==> config.mk <==
export PLATFORM = sky130hd
export DESIGN_NAME = svmc_ctrl
export DESIGN_NICKNAME = d
export VERILOG_FILES = /design/src/hdl/svmc_pkg.sv /design/src/hdl/svmc_timer.sv /design/src/hdl/svmc_ctrl.sv
export SDC_FILE = /design/constraint.sdc
export NUM_CORES = 1
export LEC_CHECK = 0
export BUFFER_PORTS_ARGS = -buffer_cell sky130_fd_sc_hd__buf_4
export CAP_MARGIN = 20
export CORE_ASPECT_RATIO = 1.5
export CORE_MARGIN = 4
export CORE_UTILIZATION = 45
export CTS_CLUSTER_DIAMETER = 50
export DETAILED_ROUTE_END_ITERATION = 8
export GPL_TIMING_DRIVEN = 0
export MAX_ROUTING_LAYER = met4
export PLACE_DENSITY = 0.66
export SYNTH_ARGS = -nofsm -noshare
export SYNTH_HDL_FRONTEND = slang
export SYNTH_HIERARCHICAL = 1
export SYNTH_SLANG_ARGS = --single-unit
==> constraint.sdc <==
create_clock -name i_clk -period 4.05 [get_ports i_clk]
set_input_delay 1.215 -clock i_clk [delete_from_list [all_inputs] [get_ports i_clk]]
set_output_delay 1.215 -clock i_clk [all_outputs]
set_load 0.02 [all_outputs]
==> src/hdl/svmc_pkg.sv <==
// Purpose: Shared constants for the supply voltage monitor setup controller
// Assumes: 25 MHz system clock, 8-bit device control registers
// Notes:   Register indices are the controller's view of the device map
package svmc_pkg;
   // ----------------------------------------------------------------
   // Timing
   // ----------------------------------------------------------------
   localparam int CLK_NS        = 40;
   localparam int CLK_HZ        = 25000000;
   localparam int SETTLE_NS     = 100000;
   localparam int SETTLE_CYC    = (SETTLE_NS + CLK_NS - 1) / CLK_NS;
   localparam int SLOW_HZ       = 125000;
   localparam int SLOW_CYC      = (CLK_HZ + SLOW_HZ - 1) / SLOW_HZ;
   localparam int FWAIT_PERIODS = 4;
   localparam int RD_LAT        = 3;
   localparam int TMR_W         = 20;

   // ----------------------------------------------------------------
   // Register indices and fields
   // ----------------------------------------------------------------
   localparam logic [2:0] REG_DET_A = 3'h0;
   localparam logic [2:0] REG_DET_B = 3'h1;
   localparam logic [2:0] REG_MON1  = 3'h2;
   localparam logic [2:0] REG_MON2  = 3'h3;
   localparam logic [2:0] REG_CLK1  = 3'h4;

   localparam int DET2_LVL_BIT = 3;
   localparam int DET1_EN_BIT  = 6;
   localparam int DET2_EN_BIT  = 7;
   localparam int MON_EN_BIT   = 0;
   localparam int MON_FOFF_BIT = 1;
   localparam int MON_FLAG_BIT = 2;
   localparam int MON_DIV_LSB  = 4;
   localparam int MON_MODE_BIT = 6;
   localparam int MON_EDGE_BIT = 7;
   localparam int SLOW_OFF_BIT = 4;

   localparam logic [7:0] DET_B_RST = 8'h00;
   localparam logic [7:0] CLK1_RST  = 8'h10;

   // ----------------------------------------------------------------
   // Sequencer states
   // ----------------------------------------------------------------
   typedef enum logic [9:0] {
      S_IDLE   = 10'h001,
      S_DETON  = 10'h002,
      S_SETTLE = 10'h004,
      S_CFG    = 10'h008,
      S_CLRFLG = 10'h010,
      S_OSCON  = 10'h020,
      S_FWAIT  = 10'h040,
      S_ARM    = 10'h080,
      S_RDREQ  = 10'h100,
      S_RDWAIT = 10'h200
   } svmc_state_t;
endpackage

==> src/hdl/svmc_timer.sv <==
// Purpose: Down-counter for the sequencer waits
// Assumes: Load and count share the controller clock enable
// Notes:   Expired is a level while the count rests at zero
`timescale 1ns/100ps
`default_nettype none
module svmc_timer #(
   parameter int W = 20
) (
   input  wire logic         i_clk,    // System clock
   input  wire logic         i_rst_n,  // Sync reset, active low
   input  wire logic         i_ce,     // Clock enable
   input  wire logic         i_load,   // Load the count
   input  wire logic [W-1:0] i_count,  // Cycles to wait
   output logic              o_expired // Count is zero
);
   logic [W-1:0] cnt_q;

   always_ff @(posedge i_clk) begin
      if (!i_rst_n) begin
         cnt_q <= '0;
      end else if (i_ce) begin
         if (i_load) begin
            cnt_q <= i_count;
         end else if (cnt_q != '0) begin
            cnt_q <= cnt_q - W'(1);
         end
      end
   end

   assign o_expired = (cnt_q == '0) && !i_load;
endmodule
`default_nettype wire

==> src/hdl/svmc_ctrl.sv <==
// Purpose: Host sequencer that sets up the device's supply voltage monitors
// Assumes: Device registers take a one-cycle write strobe; read data is async
// Notes:   Shadow copies keep the unrelated bits of shared registers intact
//
// Functional notes
// - Detector enable written 1, then wait settle delay before using it
// - Monitor 2 unfiltered reset mode needs edge select set to 1
// - Monitor 1 unfiltered needs edge select 1 before enabling
// - Filter-off bit 0 filters, 1 bypasses; divider chosen first
// - Stop-mode wake by a monitor needs its filter switched off
// - Same filter-off need holds for monitor 2 wake sources
// - Crossing flag written 0 before the monitor is enabled
// - Filtered use turns slow oscillator on before enabling
// - Filtered use waits four sampling periods before enabling
// - Writing the monitor enable bit is the last setup step
`timescale 1ns/100ps
`default_nettype none
module svmc_ctrl
   import svmc_pkg::*;
#(
   parameter int P_SETTLE_CYC = SETTLE_CYC,
   parameter int P_SLOW_CYC   = SLOW_CYC
) (
   input  wire logic       i_clk,          // System clock, 25 MHz
   input  wire logic       i_rst_n,        // Sync reset, active low
   input  wire logic       i_ce,           // Clock enable, freezes all state
   input  wire logic       i_start,        // Start a monitor setup
   input  wire logic       i_mon2,         // 0 monitor 1, 1 monitor 2
   input  wire logic       i_filter_en,    // Use digital filter
   input  wire logic [1:0] i_div,          // Sample divider, n = 1 << div
   input  wire logic       i_mode_reset,   // Monitor 2: 1 reset, 0 interrupt
   input  wire logic       i_edge,         // Edge select for either monitor when not forced to 1
   input  wire logic       i_stop_wake,    // Monitor wakes from stop mode
   input  wire logic       i_read_level,   // Read detector 2 level
   input  wire logic [7:0] i_reg_rdata,    // Device register read data
   output logic      [2:0] o_reg_addr,     // Device register index
   output logic      [7:0] o_reg_wdata,    // Device register write data
   output logic            o_reg_wr,       // Write strobe
   output logic            o_reg_rd,       // Read strobe
   output logic            o_busy,         // Sequence in progress
   output logic            o_done,         // Setup or read finished
   output logic            o_level,        // Detector 2 level status
   output logic            o_level_valid   // Level read was accepted
);
   // ----------------------------------------------------------------
   // Command latch and helpers
   // ----------------------------------------------------------------
   svmc_state_t      state_q;
   logic             mon2_q, filt_q, mode_q, edge_q, stop_q, det2_ok_q;
   logic [1:0]       div_q;
   logic [7:0]       det_b_q, clk1_q, rd_s1_q, rd_s2_q;
   logic             tmr_ld, tmr_exp;
   logic [TMR_W-1:0] tmr_val, fwait_c;

   function automatic logic [7:0] ctrl_byte(input logic en);
      logic [7:0] b;
      b = 8'h00;
      b[MON_EN_BIT]             = en;
      b[MON_FOFF_BIT]           = !filt_q;
      b[MON_FLAG_BIT]           = 1'b0;
      b[MON_DIV_LSB +: 2]       = div_q;
      b[MON_MODE_BIT]           = mode_q;
      b[MON_EDGE_BIT]           = edge_q;
      return b;
   endfunction

   assign fwait_c = TMR_W'(FWAIT_PERIODS * P_SLOW_CYC) << div_q;
   assign tmr_ld  = (state_q == S_DETON) || (state_q == S_OSCON) || (state_q == S_RDREQ);
   always_comb begin
      if (state_q == S_DETON) begin
         tmr_val = TMR_W'(P_SETTLE_CYC);
      end else if (state_q == S_OSCON) begin
         tmr_val = fwait_c;
      end else begin
         tmr_val = TMR_W'(RD_LAT);
      end
   end

   svmc_timer #(.W(TMR_W)) u_timer (
      .i_clk     (i_clk),
      .i_rst_n   (i_rst_n),
      .i_ce      (i_ce),
      .i_load    (tmr_ld),
      .i_count   (tmr_val),
      .o_expired (tmr_exp)
   );

   // ----------------------------------------------------------------
   // Read data synchroniser
   // ----------------------------------------------------------------
   always_ff @(posedge i_clk) begin
      if (!i_rst_n) begin
         rd_s1_q <= 8'h00;
         rd_s2_q <= 8'h00;
      end else if (i_ce) begin
         rd_s1_q <= i_reg_rdata;
         rd_s2_q <= rd_s1_q;
      end
   end

   // ----------------------------------------------------------------
   // Sequencer
   // ----------------------------------------------------------------
   always_ff @(posedge i_clk) begin
      if (!i_rst_n) begin
         state_q <= S_IDLE;
         mon2_q <= 1'b0; filt_q <= 1'b0; mode_q <= 1'b0; edge_q <= 1'b0;
         stop_q <= 1'b0; div_q <= 2'h0; det2_ok_q <= 1'b0;
         det_b_q <= DET_B_RST; clk1_q <= CLK1_RST;
         o_reg_addr <= 3'h0; o_reg_wdata <= 8'h00; o_reg_wr <= 1'b0; o_reg_rd <= 1'b0;
         o_busy <= 1'b0; o_done <= 1'b0; o_level <= 1'b0; o_level_valid <= 1'b0;
      end else if (i_ce) begin
         o_reg_wr <= 1'b0;
         o_reg_rd <= 1'b0;
         o_done   <= 1'b0;
         case (state_q)
            S_IDLE: begin
               if (i_start) begin
                  mon2_q <= i_mon2;
                  stop_q <= i_stop_wake;
                  filt_q <= i_filter_en && !i_stop_wake;
                  div_q  <= i_div;
                  mode_q <= !i_mon2 || i_mode_reset;
                  // Unfiltered monitor 1 and monitor 2 reset must trip on the fall
                  edge_q <= (!i_filter_en || i_stop_wake) &&
                            (!i_mon2 || i_mode_reset) ? 1'b1 : i_edge;
                  o_busy <= 1'b1;
                  state_q <= S_DETON;
               end else if (i_read_level) begin
                  if (det2_ok_q) begin
                     o_busy  <= 1'b1;
                     state_q <= S_RDREQ;
                  end else begin
                     o_level_valid <= 1'b0;
                     o_done        <= 1'b1;
                  end
               end
            end
            S_DETON: begin
               o_reg_addr  <= REG_DET_B;
               o_reg_wdata <= det_b_q | (mon2_q ? 8'h80 : 8'h40);
               det_b_q     <= det_b_q | (mon2_q ? 8'h80 : 8'h40);
               o_reg_wr    <= 1'b1;
               state_q     <= S_SETTLE;
            end
            S_SETTLE: begin
               if (tmr_exp) begin
                  if (mon2_q) begin
                     det2_ok_q <= 1'b1;
                  end
                  state_q <= S_CFG;
               end
            end
            S_CFG: begin
               o_reg_addr  <= mon2_q ? REG_MON2 : REG_MON1;
               o_reg_wdata <= ctrl_byte(1'b0);
               o_reg_wr    <= 1'b1;
               state_q     <= S_CLRFLG;
            end
            S_CLRFLG: begin
               o_reg_wdata <= ctrl_byte(1'b0);
               o_reg_wr    <= 1'b1;
               state_q     <= filt_q ? S_OSCON : S_ARM;
            end
            S_OSCON: begin
               o_reg_addr  <= REG_CLK1;
               o_reg_wdata <= clk1_q & ~8'h10;
               clk1_q      <= clk1_q & ~8'h10;
               o_reg_wr    <= 1'b1;
               state_q     <= S_FWAIT;
            end
            S_FWAIT: begin
               if (tmr_exp) begin
                  state_q <= S_ARM;
               end
            end
            S_ARM: begin
               o_reg_addr  <= mon2_q ? REG_MON2 : REG_MON1;
               o_reg_wdata <= ctrl_byte(1'b1);
               o_reg_wr    <= 1'b1;
               o_busy      <= 1'b0;
               o_done      <= 1'b1;
               state_q     <= S_IDLE;
            end
            S_RDREQ: begin
               o_reg_addr <= REG_DET_A;
               o_reg_rd   <= 1'b1;
               state_q    <= S_RDWAIT;
            end
            S_RDWAIT: begin
               if (tmr_exp) begin
                  o_level       <= rd_s2_q[DET2_LVL_BIT];
                  o_level_valid <= 1'b1;
                  o_busy        <= 1'b0;
                  o_done        <= 1'b1;
                  state_q       <= S_IDLE;
               end
            end
            default: state_q <= S_IDLE;
         endcase
      end
   end

   // ----------------------------------------------------------------
   // Assertion helpers
   // ----------------------------------------------------------------
   logic [TMR_W-1:0] since_q;
   logic             after_det_q, osc_q, flag_clr_q, ctrl_wr;

   assign ctrl_wr = o_reg_wr && ((o_reg_addr == REG_MON1) || (o_reg_addr == REG_MON2));

   always_ff @(posedge i_clk) begin
      if (!i_rst_n) begin
         since_q <= '0; after_det_q <= 1'b0; osc_q <= 1'b0; flag_clr_q <= 1'b0;
      end else if (i_ce) begin
         if (o_reg_wr) begin
            since_q <= '0;
         end else if (since_q != '1) begin
            since_q <= since_q + TMR_W'(1);
         end
         if (o_reg_wr) begin
            after_det_q <= (o_reg_addr == REG_DET_B);
         end
         if (o_reg_wr && o_reg_addr == REG_DET_B) begin
            osc_q      <= 1'b0;
            flag_clr_q <= 1'b0;
         end else begin
            if (o_reg_wr && o_reg_addr == REG_CLK1) osc_q <= 1'b1;
            if (ctrl_wr && !o_reg_wdata[MON_EN_BIT]) flag_clr_q <= 1'b1;
         end
      end
   end
endmodule
`default_nettype wire

# --- After elaboration in Yosys (flattened, before gate mapping) ---
# Index checks and enable logic that the tools add are counted.
totals:
  latch_bits: 0
  ff_bits: 70
  romBits: 0
  memories: 0
  ram_bits: 0
  out_inout_bits: 17
  word_cells: 106
op_classes:
  multipliers: 0
  bitwise_logic: 1
  muxes: 34
  n_reduce_logical: 32
  n_div: 0
  eq_ne: 18
  shift: 1
  n_lt_le_gt_ge: 0
  addsub: 1
ops:
  columns: ["cell", "n"]
  rows:
  - ["10-bit one-hot mux with 9 select lines", 1]
  - ["20-bit two-way mux", 4]
  - ["10-bit two-way mux", 6]
  - ["8-bit one-hot mux with 4 select lines", 1]
  - ["20-bit logical NOT", 1]
  - ["20-bit nonzero test", 1]
  - ["10-bit by 2-bit << shifter with 20-bit output (first input constant)", 1]
  - ["20-bit by 1-bit subtractor with 20-bit output (second input constant)", 1]
  - ["1-bit two-way mux", 16]
  - ["8-bit two-way mux", 2]
  - ["2-bit != test (second input constant)", 6]
  - ["3-bit one-hot mux with 4 select lines", 1]
  - ["6-bit AND reduction", 2]
  - ["10-bit by 1-bit == test with 1-bit output (second input constant)", 1]
  - ["10-bit == test (second input constant)", 1]
  - ["10-bit by 2-bit == test with 1-bit output (second input constant)", 1]
  - ["10-bit by 3-bit == test with 1-bit output (second input constant)", 1]
  - ["10-bit by 4-bit == test with 1-bit output (second input constant)", 1]
  - ["10-bit by 5-bit == test with 1-bit output (second input constant)", 1]
  - ["10-bit by 6-bit == test with 1-bit output (second input constant)", 1]
  - ["10-bit by 7-bit == test with 1-bit output (second input constant)", 1]
  - ["10-bit by 8-bit == test with 1-bit output (second input constant)", 1]
  - ["10-bit by 9-bit == test with 1-bit output (second input constant)", 1]
  - ["8-bit bitwise OR", 1]
  - ["other kinds (15)", 33]

# --- Logic depth before layout (Yosys ltp) ---
# Gate-level depths: netlist (run 1).
depth:
  depth_word: 7
  mapped_depth: 12
  depth_no_buf: 10

# --- By module ---
# Netlist (run 1), hierarchy kept.
by_module_without_submodules:
  columns: ["module", "seq_area_each_um2", "cells_each", "instances", "area_each_um2"]
  rows:
  - ["svmc_ctrl", 720.7, 232, 1, 1978.1]
  - ["svmc_timer", 400.4, 180, 1, 1283.7]

# --- Least setup slack after synthesis (run 1) ---
# OpenSTA, ideal clock, no wires.
synth_timing:
  kind: "reg-to-reg"
  from: "register state_q[4]"
  to: "register u_timer.cnt_q[10]"
  t_arrival_ns: 2.809
  path_buffers: 4
  required_ns: 3.980
  slack_ns: 1.171
  path_stages_with_launch: 13
  cell_sequence: "dfxtp_1 -> buf_2 -> or4_1 -> nor3_1 -> or2_2 -> clkbuf_1 -> nor3_1 -> nand4b_1 -> o21a_1 -> clkbuf_1 -> clkbuf_1 -> nand2_1 -> a21oi_1"
synth_between:
  elab_chain_cells: 5
synth_rtl:
  columns: ["element", "line_no", "source"]
  rows:
  - ["start, declared", "svmc_ctrl.sv:48", "svmc_state_t state_q;"]
  - ["start signal, assigned", "svmc_ctrl.sv:163", "state_q <= filt_q ? S_OSCON : S_ARM;"]
  - ["10-bit by 2-bit == test with 1-bit output or 10-bit by 6-bit == test with 1-bit output (tied branches)", "svmc_ctrl.sv:68", "assign tmr_ld = (state_q == S_DETON) || (state_q == S_OSCON) || (state_q == S_RDREQ);"]
  - ["1-bit logical OR", "svmc_ctrl.sv:68", null]
  - ["1-bit logical OR (*)", "svmc_ctrl.sv:68", null]
  - ["net tmr_ld", "svmc_ctrl.sv:52", "logic tmr_ld, tmr_exp;"]
  - ["2-bit nonzero test (no line)", null, null]
  - ["2-bit AND reduction (no line)", null, null]
  - ["end signal, assigned", "svmc_timer.sv:23", "cnt_q <= i_count;"]
  - ["end signal, assigned", "svmc_timer.sv:25", "cnt_q <= cnt_q - W'(1);"]
  - ["end, declared", "svmc_timer.sv:16", "logic [W-1:0] cnt_q;"]
# Mark *: on every way through the listed nets, which the timed path passes. The rest lies on a longest branch.
# A chain may end at the register's enable or synchronous reset.

# --- Worst setup path after layout (run 1) ---
layout_timing:
  from: "register state_q[8]"
  to: "register u_timer.cnt_q[7]"
# Same word-level chain as after synthesis.

==> impl_metrics.prom, run 1 <==
# TYPE chip_impl_metric gauge
chip_impl_metric{name="flops_latches_synth",unit=""} 56
chip_impl_metric{name="cts_hold_buffers",unit=""} 0
chip_impl_metric{name="power_leakage",unit="uW"} 0.001443
chip_impl_info{name="hold_start",value="o_reg_wr$_SDFFE_PN0P_"} 1
chip_impl_metric{name="share_seq_of_total_power",unit="%"} 34.7
chip_impl_metric{name="drc_errors",unit=""} 0
chip_impl_metric{name="final_max_slew_viol_count",unit=""} 0
chip_impl_metric{name="area_growth_syn_to_layout",unit="%"} 13.50
chip_impl_metric{name="final_design_area_no_fill",unit="sq um"} 3702
chip_impl_metric{name="gpl.final_weighted_congestion",unit=""} 0.9500
chip_impl_info{name="path_cells",value="clkbuf_1, or4_1, nor3_2, or2_2, clkbuf_1, nor3_1, nand4b_1, o21a_1, clkbuf_1, clkbuf_1, nand2_1, a21oi_1"} 1
chip_impl_metric{name="detailedPlace.worstSlack",unit="ps"} 318.7
chip_impl_metric{name="power.density",unit="nW/um^2"} 584.4
chip_impl_metric{name="worst_slack",unit="ps"} 472.2
chip_impl_metric{name="maxSlewHeadroom",unit="%"} 44.70
chip_impl_metric{name="fmaxAchievable",unit="MHz"} 279.5
chip_impl_metric{name="antenna-diode-count",unit=""} 0
chip_impl_info{name="ys.flop_type",value="dfxtp_1"} 1
chip_impl_metric{name="timing.final.crit_share",unit="%"} 88.34
chip_impl_metric{name="timing.critical_path.slowest_cell_delay",unit="ps"} 590
chip_impl_metric{name="finalHoldViolations",unit=""} 0
chip_impl_info{name="ctsRootBufferMaster",value="clkbuf_8"} 1
chip_impl_metric{name="cap_viol_max_count",unit=""} 0
chip_impl_metric{name="vias",unit=""} 3261
chip_impl_info{name="cp_top_family",value="simple AND/OR/NAND/NOR gates"} 1
chip_impl_metric{name="layout-drive-gt1-share",unit="%"} 14.44
chip_impl_metric{name="final_antenna_net_count",unit=""} 0
chip_impl_metric{name="synth_seq_area_share",unit="%"} 34.37
chip_impl_metric{name="p_clk_share",unit="%"} 15.8
chip_impl_metric{name="grt_pass1_wl",unit="mm"} 15.09
chip_impl_metric{name="power.share.combinational",unit="%"} 49.5
chip_impl_info{name="tritoncts",value="done"} 1
chip_impl_info{name="layout_common_cells",value="dfxtp_1 (56), nand2_1 (42), nor2_1 (39), a21oi_1 (29), buf_4 (29)"} 1
chip_impl_metric{name="placedInstanceArea",unit="sq um"} 3600
chip_impl_metric{name="ys_async_sr_fraction",unit="%"} 0
chip_impl_info{name="outcome",value="complete, no violations"} 1
chip_impl_metric{name="setup_viol_count_final",unit=""} 0
chip_impl_info{name="worst_setup_path_end_kind",value="flip-flop"} 1
chip_impl_info{name="setup.worst_path.end",value="u_timer/cnt_q[7]$_SDFFE_PN0P_"} 1
chip_impl_metric{name="fp.dieArea",unit="sq um"} 8703
chip_impl_metric{name="critical_path_required",unit="ps"} 4300
chip_impl_metric{name="worstRegToRegCells",unit=""} 12
chip_impl_metric{name="clock_tree.htree_level_count",unit=""} 2
chip_impl_info{name="critical-path-top-cell-by-count",value="clkbuf_1"} 1
chip_impl_metric{name="dp_hpwl",unit="mm"} 6.803
chip_impl_metric{name="drtPass1Iterations",unit=""} 5
chip_impl_metric{name="internal_power",unit="uW"} 1212
chip_impl_metric{name="synth-compound-area-share",unit="%"} 24.93
chip_impl_metric{name="starting_utilization_of_the_core_area",unit="%"} 46.97
chip_impl_metric{name="ir_drop",unit="V"} 0.0003760
chip_impl_info{name="worst-setup-path-type",value="flip-flop to flip-flop"} 1
chip_impl_metric{name="ys_warn_count",unit=""} 6
chip_impl_metric{name="drt_first_iter_violations",unit=""} 167
chip_impl_metric{name="p_sw",unit="uW"} 951.4
chip_impl_metric{name="design.final.nets",unit=""} 482
chip_impl_info{name="crit-reg2reg-capture",value="u_timer/cnt_q[7]$_SDFFE_PN0P_"} 1
chip_impl_metric{name="timing.critical_path.arrival",unit="ps"} 3830
chip_impl_metric{name="finalWirelength",unit="mm"} 9.163
chip_impl_info{name="final_common_cell",value="dfxtp_1"} 1
chip_impl_metric{name="crit_fanout",unit=""} 10
chip_impl_metric{name="antenna_found_initial",unit=""} 0
chip_impl_metric{name="global_route.usage.total",unit="%"} 21.66
chip_impl_metric{name="fin_tns_setup",unit="ps"} 0
chip_impl_metric{name="finalWorstPathRequiredPeriod",unit="ps"} 3578
chip_impl_metric{name="synth.area.mux_share",unit="%"} 3.069
chip_impl_metric{name="clock_latency_late_sink",unit="ps"} 320
chip_impl_metric{name="vias_in_the_first_global_route",unit=""} 3232
chip_impl_metric{name="finalCoreUtilization",unit="%"} 53.32
chip_impl_metric{name="cts.sink_count",unit=""} 56
chip_impl_metric{name="row_count",unit=""} 37
chip_impl_metric{name="clk_path_buf_depth",unit=""} 2
chip_impl_metric{name="synthesis.area",unit="sq um"} 3262
chip_impl_metric{name="synth_simple_gate_area_share",unit="%"} 27.08
chip_impl_metric{name="worst-r2r-setup-slack",unit="ps"} 470
chip_impl_metric{name="core_region_area",unit="sq um"} 6944
chip_impl_metric{name="via_cell_ratio",unit=""} 6.095
chip_impl_metric{name="fin_worst_skew",unit="ps"} 10.69
chip_impl_metric{name="yosys.area_share.xor_xnor",unit="%"} 1.074
chip_impl_info{name="critical_path.startpoint",value="state_q[8]$_SDFFE_PN0P_"} 1
chip_impl_metric{name="totalPowerFinal",unit="uW"} 2164
chip_impl_metric{name="portBuffers",unit=""} 27
chip_impl_info{name="startpoint_type",value="flip-flop"} 1
chip_impl_metric{name="grt_max_degree",unit=""} 21
chip_impl_metric{name="routedWlPerCell",unit="um"} 17.13
chip_impl_metric{name="cp_bufs_invs",unit=""} 4
chip_impl_metric{name="crit_cells",unit=""} 12
chip_impl_metric{name="die_x",unit="um"} 77.52
chip_impl_metric{name="cts_made_buffers",unit=""} 5
chip_impl_metric{name="worst-slew-pin-transition",unit="ps"} 821.9
chip_impl_metric{name="die_h",unit="um"} 112.3
chip_impl_info{name="worstReg2RegStart",value="state_q[8]$_SDFFE_PN0P_"} 1
chip_impl_metric{name="netlist-cell-type-count",unit=""} 61
chip_impl_info{name="min-delay-path-class",value="flip-flop to flip-flop"} 1
chip_impl_metric{name="grt.overflow.total",unit=""} 0
chip_impl_metric{name="num_io_pins",unit=""} 37
chip_impl_metric{name="cts.clk_slew.worst_paths",unit="ps"} 120
chip_impl_metric{name="synthesis.area_per_instance",unit="sq um"} 7.917
chip_impl_metric{name="netSwitchingFraction",unit="%"} 43.98
chip_impl_metric{name="fillers",unit=""} 671
chip_impl_metric{name="post_synth_fa_ha_maj_area_fraction",unit="%"} 2.301
chip_impl_info{name="synth_top_family_by_area",value="simple AND/OR/NAND/NOR gates"} 1
chip_impl_metric{name="post_synthesis_instance_total",unit=""} 412
chip_impl_metric{name="synth_enable_flop_cells",unit=""} 0
chip_impl_info{name="crit_slowest_cell",value="or4_1"} 1
chip_impl_info{name="rsz0062_at_grt",value="no"} 1
synth_stat cells, types with 3 or more instances:
cell type,n,area share (%)
a21oi_1,29,4.4
nor3b_1,3,0.69
nor3_1,18,2.8
clkbuf_1,22,2.5
inv_1,17,2.0
a32oi_1,3,0.81
a31oi_1,5,0.96
o32ai_1,4,1.1
mux2i_1,10,3.1
dfxtp_1,56,34
o31ai_1,5,1.2
o21ai_0,27,4.1
nor4_1,11,2.1
buf_2,4,0.61
or3_1,3,0.58
nor2_1,39,4.5
and3_1,3,0.58
ha_1,6,2.3
or2_2,3,0.58
or4_1,5,1.2
buf_6,4,1.4
a31o_2,3,0.81
and2_1,7,1.3
nand2_1,42,4.8
o211ai_1,4,0.92
o41ai_1,6,1.6
o21a_1,6,1.4
a21o_1,6,1.4
a211oi_1,5,1.2
nand3_1,8,1.2
a22oi_1,3,0.69
nand4_1,6,1.2
layout make-up:
class                   count  area [sq um]  share of cell area, %
plain buffers              32         162.7                  4.393
clock buffers               5         68.82                  1.859
clock inverters             3         28.78                 0.7773
inverters                  18         67.56                  1.825
multi-input cells         316          1953                  52.75
flip-flops and latches     56          1121                  30.28
well taps                  78         97.59                  2.636
repair buffers             27         202.7                  5.475
state kept, by name, indices dropped and copies added, names as in the netlist, 2 cells and up:
| register | flops |
|---|---|
| o_reg_wdata | 6 |
| div_q | 2 |
| det_b_q | 2 |
| state_q | 10 |
| u_timer/cnt_q | 20 |
| o_reg_addr | 3 |
worst min-delay path by stage:
stage	cells past startpoint	endpoint
6_report	2	o_reg_wr$_SDFFE_PN0P_
2_1_floorplan	2	det_b_q[7]$_SDFFE_PN0P_
3_3_place_gp	2	det_b_q[7]$_SDFFE_PN0P_
3_5_place_dp	2	det_b_q[7]$_SDFFE_PN0P_
5_1_grt	1	o_reg_rd$_SDFFE_PN0P_
4_1_cts	2	o_reg_wr$_SDFFE_PN0P_
worst reg2reg max path: stages, from the launching register on:
cell and delay [ps]:
dfxtp_1 310, clkbuf_1 190, or4_1 600, nor3_2 400, or2_2 230, clkbuf_1 280
nor3_1 80, nand4b_1 170, o21a_1 150, clkbuf_1 390, clkbuf_1 480, nand2_1 100
a21oi_1 150
through the flow:
step / hold WS [ps] / std cells
final: 479.2 / 535
after global routing: 515.9 / 535
after CTS: 486.2 / 535
after detailed placement: 465.8 / 527
after global placement: 448.8 / 527
after floorplan: 437.5 / 422
repair_timing:
item,in CTS,in global routing
endpoints found under the setup margin,0,4
gates resized for setup,0,1
setup buffers,0,0
cells by family after synthesis:
kind of cell,count (synthesis)
simple gates,165
compound gates,120
flops,56
buf+inv,50
mux,10
fa+ha+maj,6
xor+xnor,4
other cells,1
power groups by stage:
stage,sequential (uW),clock (uW),combinational [uW]
after global routing,763,369,1190
after global placement,757,0,1040
after floorplan,735,0,826
final,752,341,1070
after detailed placement,760,0,1050
after CTS,747,351,1060
per-layer routing:
| metal | track usage, % | routed length, um | share of wire (%) |
|---|---|---|---|
| met5 | - | 0 | 0 |
| met4 | 10.81 | 374 | 4.1 |
| met3 | 2.729 | 384 | 4.2 |
| met2 | 38.20 | 4692 | 51 |
| met1 | 23.68 | 3711 | 40 |
Power figures use the tool's default switching activity.
==> run 2: changes to the inputs <==
==> constraint.sdc (replaced) <==
create_clock -name i_clk -period 3.3 [get_ports i_clk]
set_input_delay 0.99 -clock i_clk [delete_from_list [all_inputs] [get_ports i_clk]]
set_output_delay 0.99 -clock i_clk [all_outputs]
set_load 0.01 [all_outputs]
==> run 2 against run 1 <==
Sequential power is 23% higher; core utilization rose by 0.43 points; critical path depth is the same; clock skew fell by 3.4 ps; routed wire length down 0.25%; critical path type unchanged; largest cell class unchanged.
==> impl_metrics.prom, run 2 (same netlist as run 1, synthesis figures left out) <==
# TYPE chip_impl_metric gauge
chip_impl_metric{name="clock_latency_late_sink",unit="ps"} 310
chip_impl_info{name="largest_registers_ranked_by_flip_flop_count",value="u_timer/cnt_q: 20 flops, state_q: 10 flops, o_reg_wdata: 6 flops"} 1
chip_impl_metric{name="worst_hold_slack",unit="ps"} 479.1
chip_impl_metric{name="share_seq_of_total_power",unit="%"} 34.6
chip_impl_metric{name="power_leakage",unit="uW"} 0.001465
chip_impl_info{name="critical-path-top-cell-by-count",value="clkbuf_2"} 1
chip_impl_metric{name="power.share.combinational",unit="%"} 49.9
chip_impl_metric{name="fp.dieArea",unit="sq um"} 8703
chip_impl_metric{name="worst-r2r-setup-slack",unit="ps"} 240
chip_impl_metric{name="ctsResizeCount",unit=""} 5
chip_impl_info{name="worst-setup-path-type",value="flip-flop to flip-flop"} 1
chip_impl_metric{name="multi_input_comb_area",unit="sq um"} 1976
chip_impl_metric{name="vias_in_the_first_global_route",unit=""} 3232
chip_impl_info{name="worstReg2RegStart",value="state_q[8]$_SDFFE_PN0P_"} 1
chip_impl_metric{name="layout.cells.non_filler",unit=""} 535
chip_impl_metric{name="worst-slew-pin-transition",unit="ps"} 807.4
chip_impl_metric{name="portBuffers",unit=""} 27
chip_impl_metric{name="finalHoldViolations",unit=""} 0
chip_impl_metric{name="grt.overflow.total",unit=""} 0
chip_impl_metric{name="setup_viol_count_final",unit=""} 0
chip_impl_metric{name="final_antenna_net_count",unit=""} 0
chip_impl_metric{name="postCtsSetupBuffers",unit=""} 0
chip_impl_metric{name="design.final.nets",unit=""} 482
chip_impl_info{name="final_common_cell",value="dfxtp_1"} 1
chip_impl_metric{name="via_cell_ratio",unit=""} 6.028
chip_impl_info{name="startpoint_type",value="flip-flop"} 1
chip_impl_info{name="rsz0062_at_grt",value="no"} 1
chip_impl_metric{name="fin_worst_skew",unit="ps"} 7.331
chip_impl_metric{name="row_count",unit=""} 37
chip_impl_metric{name="clock_tree.htree_level_count",unit=""} 2
chip_impl_metric{name="timing.critical_path.arrival",unit="ps"} 3310
chip_impl_metric{name="cts.clk_slew.worst_paths",unit="ps"} 120
chip_impl_metric{name="maxSlewHeadroom",unit="%"} 45.98
chip_impl_metric{name="antenna_found_initial",unit=""} 0
chip_impl_info{name="max_flop_register",value="u_timer/cnt_q"} 1
chip_impl_metric{name="drtPass1Iterations",unit=""} 4
chip_impl_info{name="crit_slowest_cell",value="or4_1"} 1
chip_impl_metric{name="layout-drive-gt1-share",unit="%"} 16.63
chip_impl_info{name="tritoncts",value="done"} 1
chip_impl_info{name="outcome",value="complete, no violations"} 1
chip_impl_metric{name="drt_first_iter_violations",unit=""} 160
chip_impl_metric{name="vias",unit=""} 3225
chip_impl_metric{name="die_h",unit="um"} 112.3
chip_impl_metric{name="placedInstanceArea",unit="sq um"} 3600
chip_impl_metric{name="cts_hold_buffers",unit=""} 0
chip_impl_metric{name="flip_flop_count_of_the_largest_register_all_copies_and_words_added",unit=""} 20
chip_impl_metric{name="core_region_area",unit="sq um"} 6944
chip_impl_metric{name="num_io_pins",unit=""} 37
chip_impl_metric{name="fmaxAchievable",unit="MHz"} 326.6
chip_impl_metric{name="starting_utilization_of_the_core_area",unit="%"} 46.97
chip_impl_info{name="path_cells",value="clkbuf_1, or4_1, nor3_4, or2_2, clkbuf_2, nor3_1, nand4b_1, o21a_1, clkbuf_2, buf_2, nand2_1, a21oi_1"} 1
chip_impl_metric{name="fillers",unit=""} 667
chip_impl_metric{name="worst_slack",unit="ps"} 238.5
chip_impl_metric{name="final_max_slew_viol_count",unit=""} 0
chip_impl_metric{name="power.density",unit="nW/um^2"} 716.0
chip_impl_info{name="min-delay-path-class",value="flip-flop to flip-flop"} 1
chip_impl_metric{name="antenna-diode-count",unit=""} 0
chip_impl_metric{name="post-place-cells",unit=""} 527
chip_impl_metric{name="totalPowerFinal",unit="uW"} 2673
chip_impl_metric{name="grt_pass1_wl",unit="mm"} 15.08
chip_impl_info{name="worst_setup_path_end_kind",value="flip-flop"} 1
chip_impl_metric{name="netSwitchingFraction",unit="%"} 44.02
chip_impl_metric{name="p_sw",unit="uW"} 1176
chip_impl_metric{name="crit_fanout",unit=""} 10
chip_impl_metric{name="cap_viol_max_count",unit=""} 0
chip_impl_info{name="hold_start",value="o_reg_wr$_SDFFE_PN0P_"} 1
chip_impl_metric{name="cts_made_buffers",unit=""} 5
chip_impl_metric{name="p_clk_share",unit="%"} 15.5
chip_impl_metric{name="internal_power",unit="uW"} 1496
chip_impl_metric{name="routedWlPerCell",unit="um"} 17.08
chip_impl_metric{name="gpl.final_weighted_congestion",unit=""} 0.9500
chip_impl_info{name="layout_common_cells",value="dfxtp_1 (56), nand2_1 (42), nor2_1 (38), buf_4 (29), a21oi_1 (28)"} 1
chip_impl_metric{name="grt_max_degree",unit=""} 21
chip_impl_info{name="critical_path.startpoint",value="state_q[8]$_SDFFE_PN0P_"} 1
chip_impl_metric{name="critical_path_required",unit="ps"} 3550
chip_impl_metric{name="dp_hpwl",unit="mm"} 6.803
chip_impl_metric{name="clk_path_buf_depth",unit=""} 2
chip_impl_metric{name="cts.sink_count",unit=""} 56
chip_impl_metric{name="ir_drop",unit="V"} 0.0004599
chip_impl_metric{name="footprint_of_the_flip_flops_and_latches",unit="sq um"} 1121
chip_impl_metric{name="global_route.usage.total",unit="%"} 21.64
chip_impl_metric{name="finalWirelength",unit="mm"} 9.140
chip_impl_metric{name="area_growth_syn_to_layout",unit="%"} 14.42
chip_impl_metric{name="die_x",unit="um"} 77.52
chip_impl_metric{name="timing.critical_path.slowest_cell_delay",unit="ps"} 620
chip_impl_metric{name="finalWorstPathRequiredPeriod",unit="ps"} 3062
chip_impl_metric{name="timing.final.crit_share",unit="%"} 92.77
chip_impl_metric{name="drc_errors",unit=""} 0
chip_impl_metric{name="detailedPlace.worstSlack",unit="ps"} -431.3
chip_impl_metric{name="final_design_area_no_fill",unit="sq um"} 3732
chip_impl_info{name="ctsRootBufferMaster",value="clkbuf_8"} 1
run 2: cell types whose count changed in the layout (fill, tap and decap cells not counted), sizes merged:
cell,delta
buf,+1
clkbuf,-1
run 2: per-stage QoR:
stage	util (%)	setup TNS (ps)
5_1_grt	53.75	0
4_1_cts	53.39	0
3_5_place_dp	51.84	-6322
3_3_place_gp	51.84	-4520
2_1_floorplan	-	0
6_report	53.75	0
run 2: path summary, 6_finish.rpt:
| path | end | depth (start not counted) |
|---|---|---|
| hold reg to reg | o_reg_wr$_SDFFE_PN0P_ | 2 |
| hold / removal | o_reg_wr$_SDFFE_PN0P_ | 2 |
| setup / recovery | u_timer/cnt_q[4]$_SDFFE_PN0P_ | 12 |
| setup reg to reg | u_timer/cnt_q[4]$_SDFFE_PN0P_ | 12 |
run 2: critical path, delay by kind of cell (launching register included):
family | cells | cell delay (ps)
buf+inv | 4 | 900
compound gates | 2 | 290
simple gates | 6 | 1490
flops | 1 | 310
run 2: cell type report:
class	instances	share of cell area, %
inverters	18	1.810
repair buffers	27	5.431
clock inverters	3	0.7710
multi-input cells	316	52.93
plain buffers	32	4.559
well taps	78	2.615
clock buffers	5	1.844
flip-flops and latches	56	30.04
run 2: layer usage:
metal	part of all wire, %	wire length (um)	vias up	track usage, %
met2	52	4753	98	38.20
met1	40	3693	1509	23.63
met5	0	0	-	-
met3	4.1	378	24	2.729
met4	3.4	314	0	10.81
li1	-	-	1594	-
run 2: power groups by stage:
stage | Sequential [uW] | Combinational, uW | Clock [uW]
final | 924 | 1330 | 415
after global routing | 937 | 1490 | 453
after CTS | 917 | 1300 | 430
after detailed placement | 933 | 1290 | 0
after global placement | 929 | 1280 | 0
after floorplan | 898 | 1010 | 0
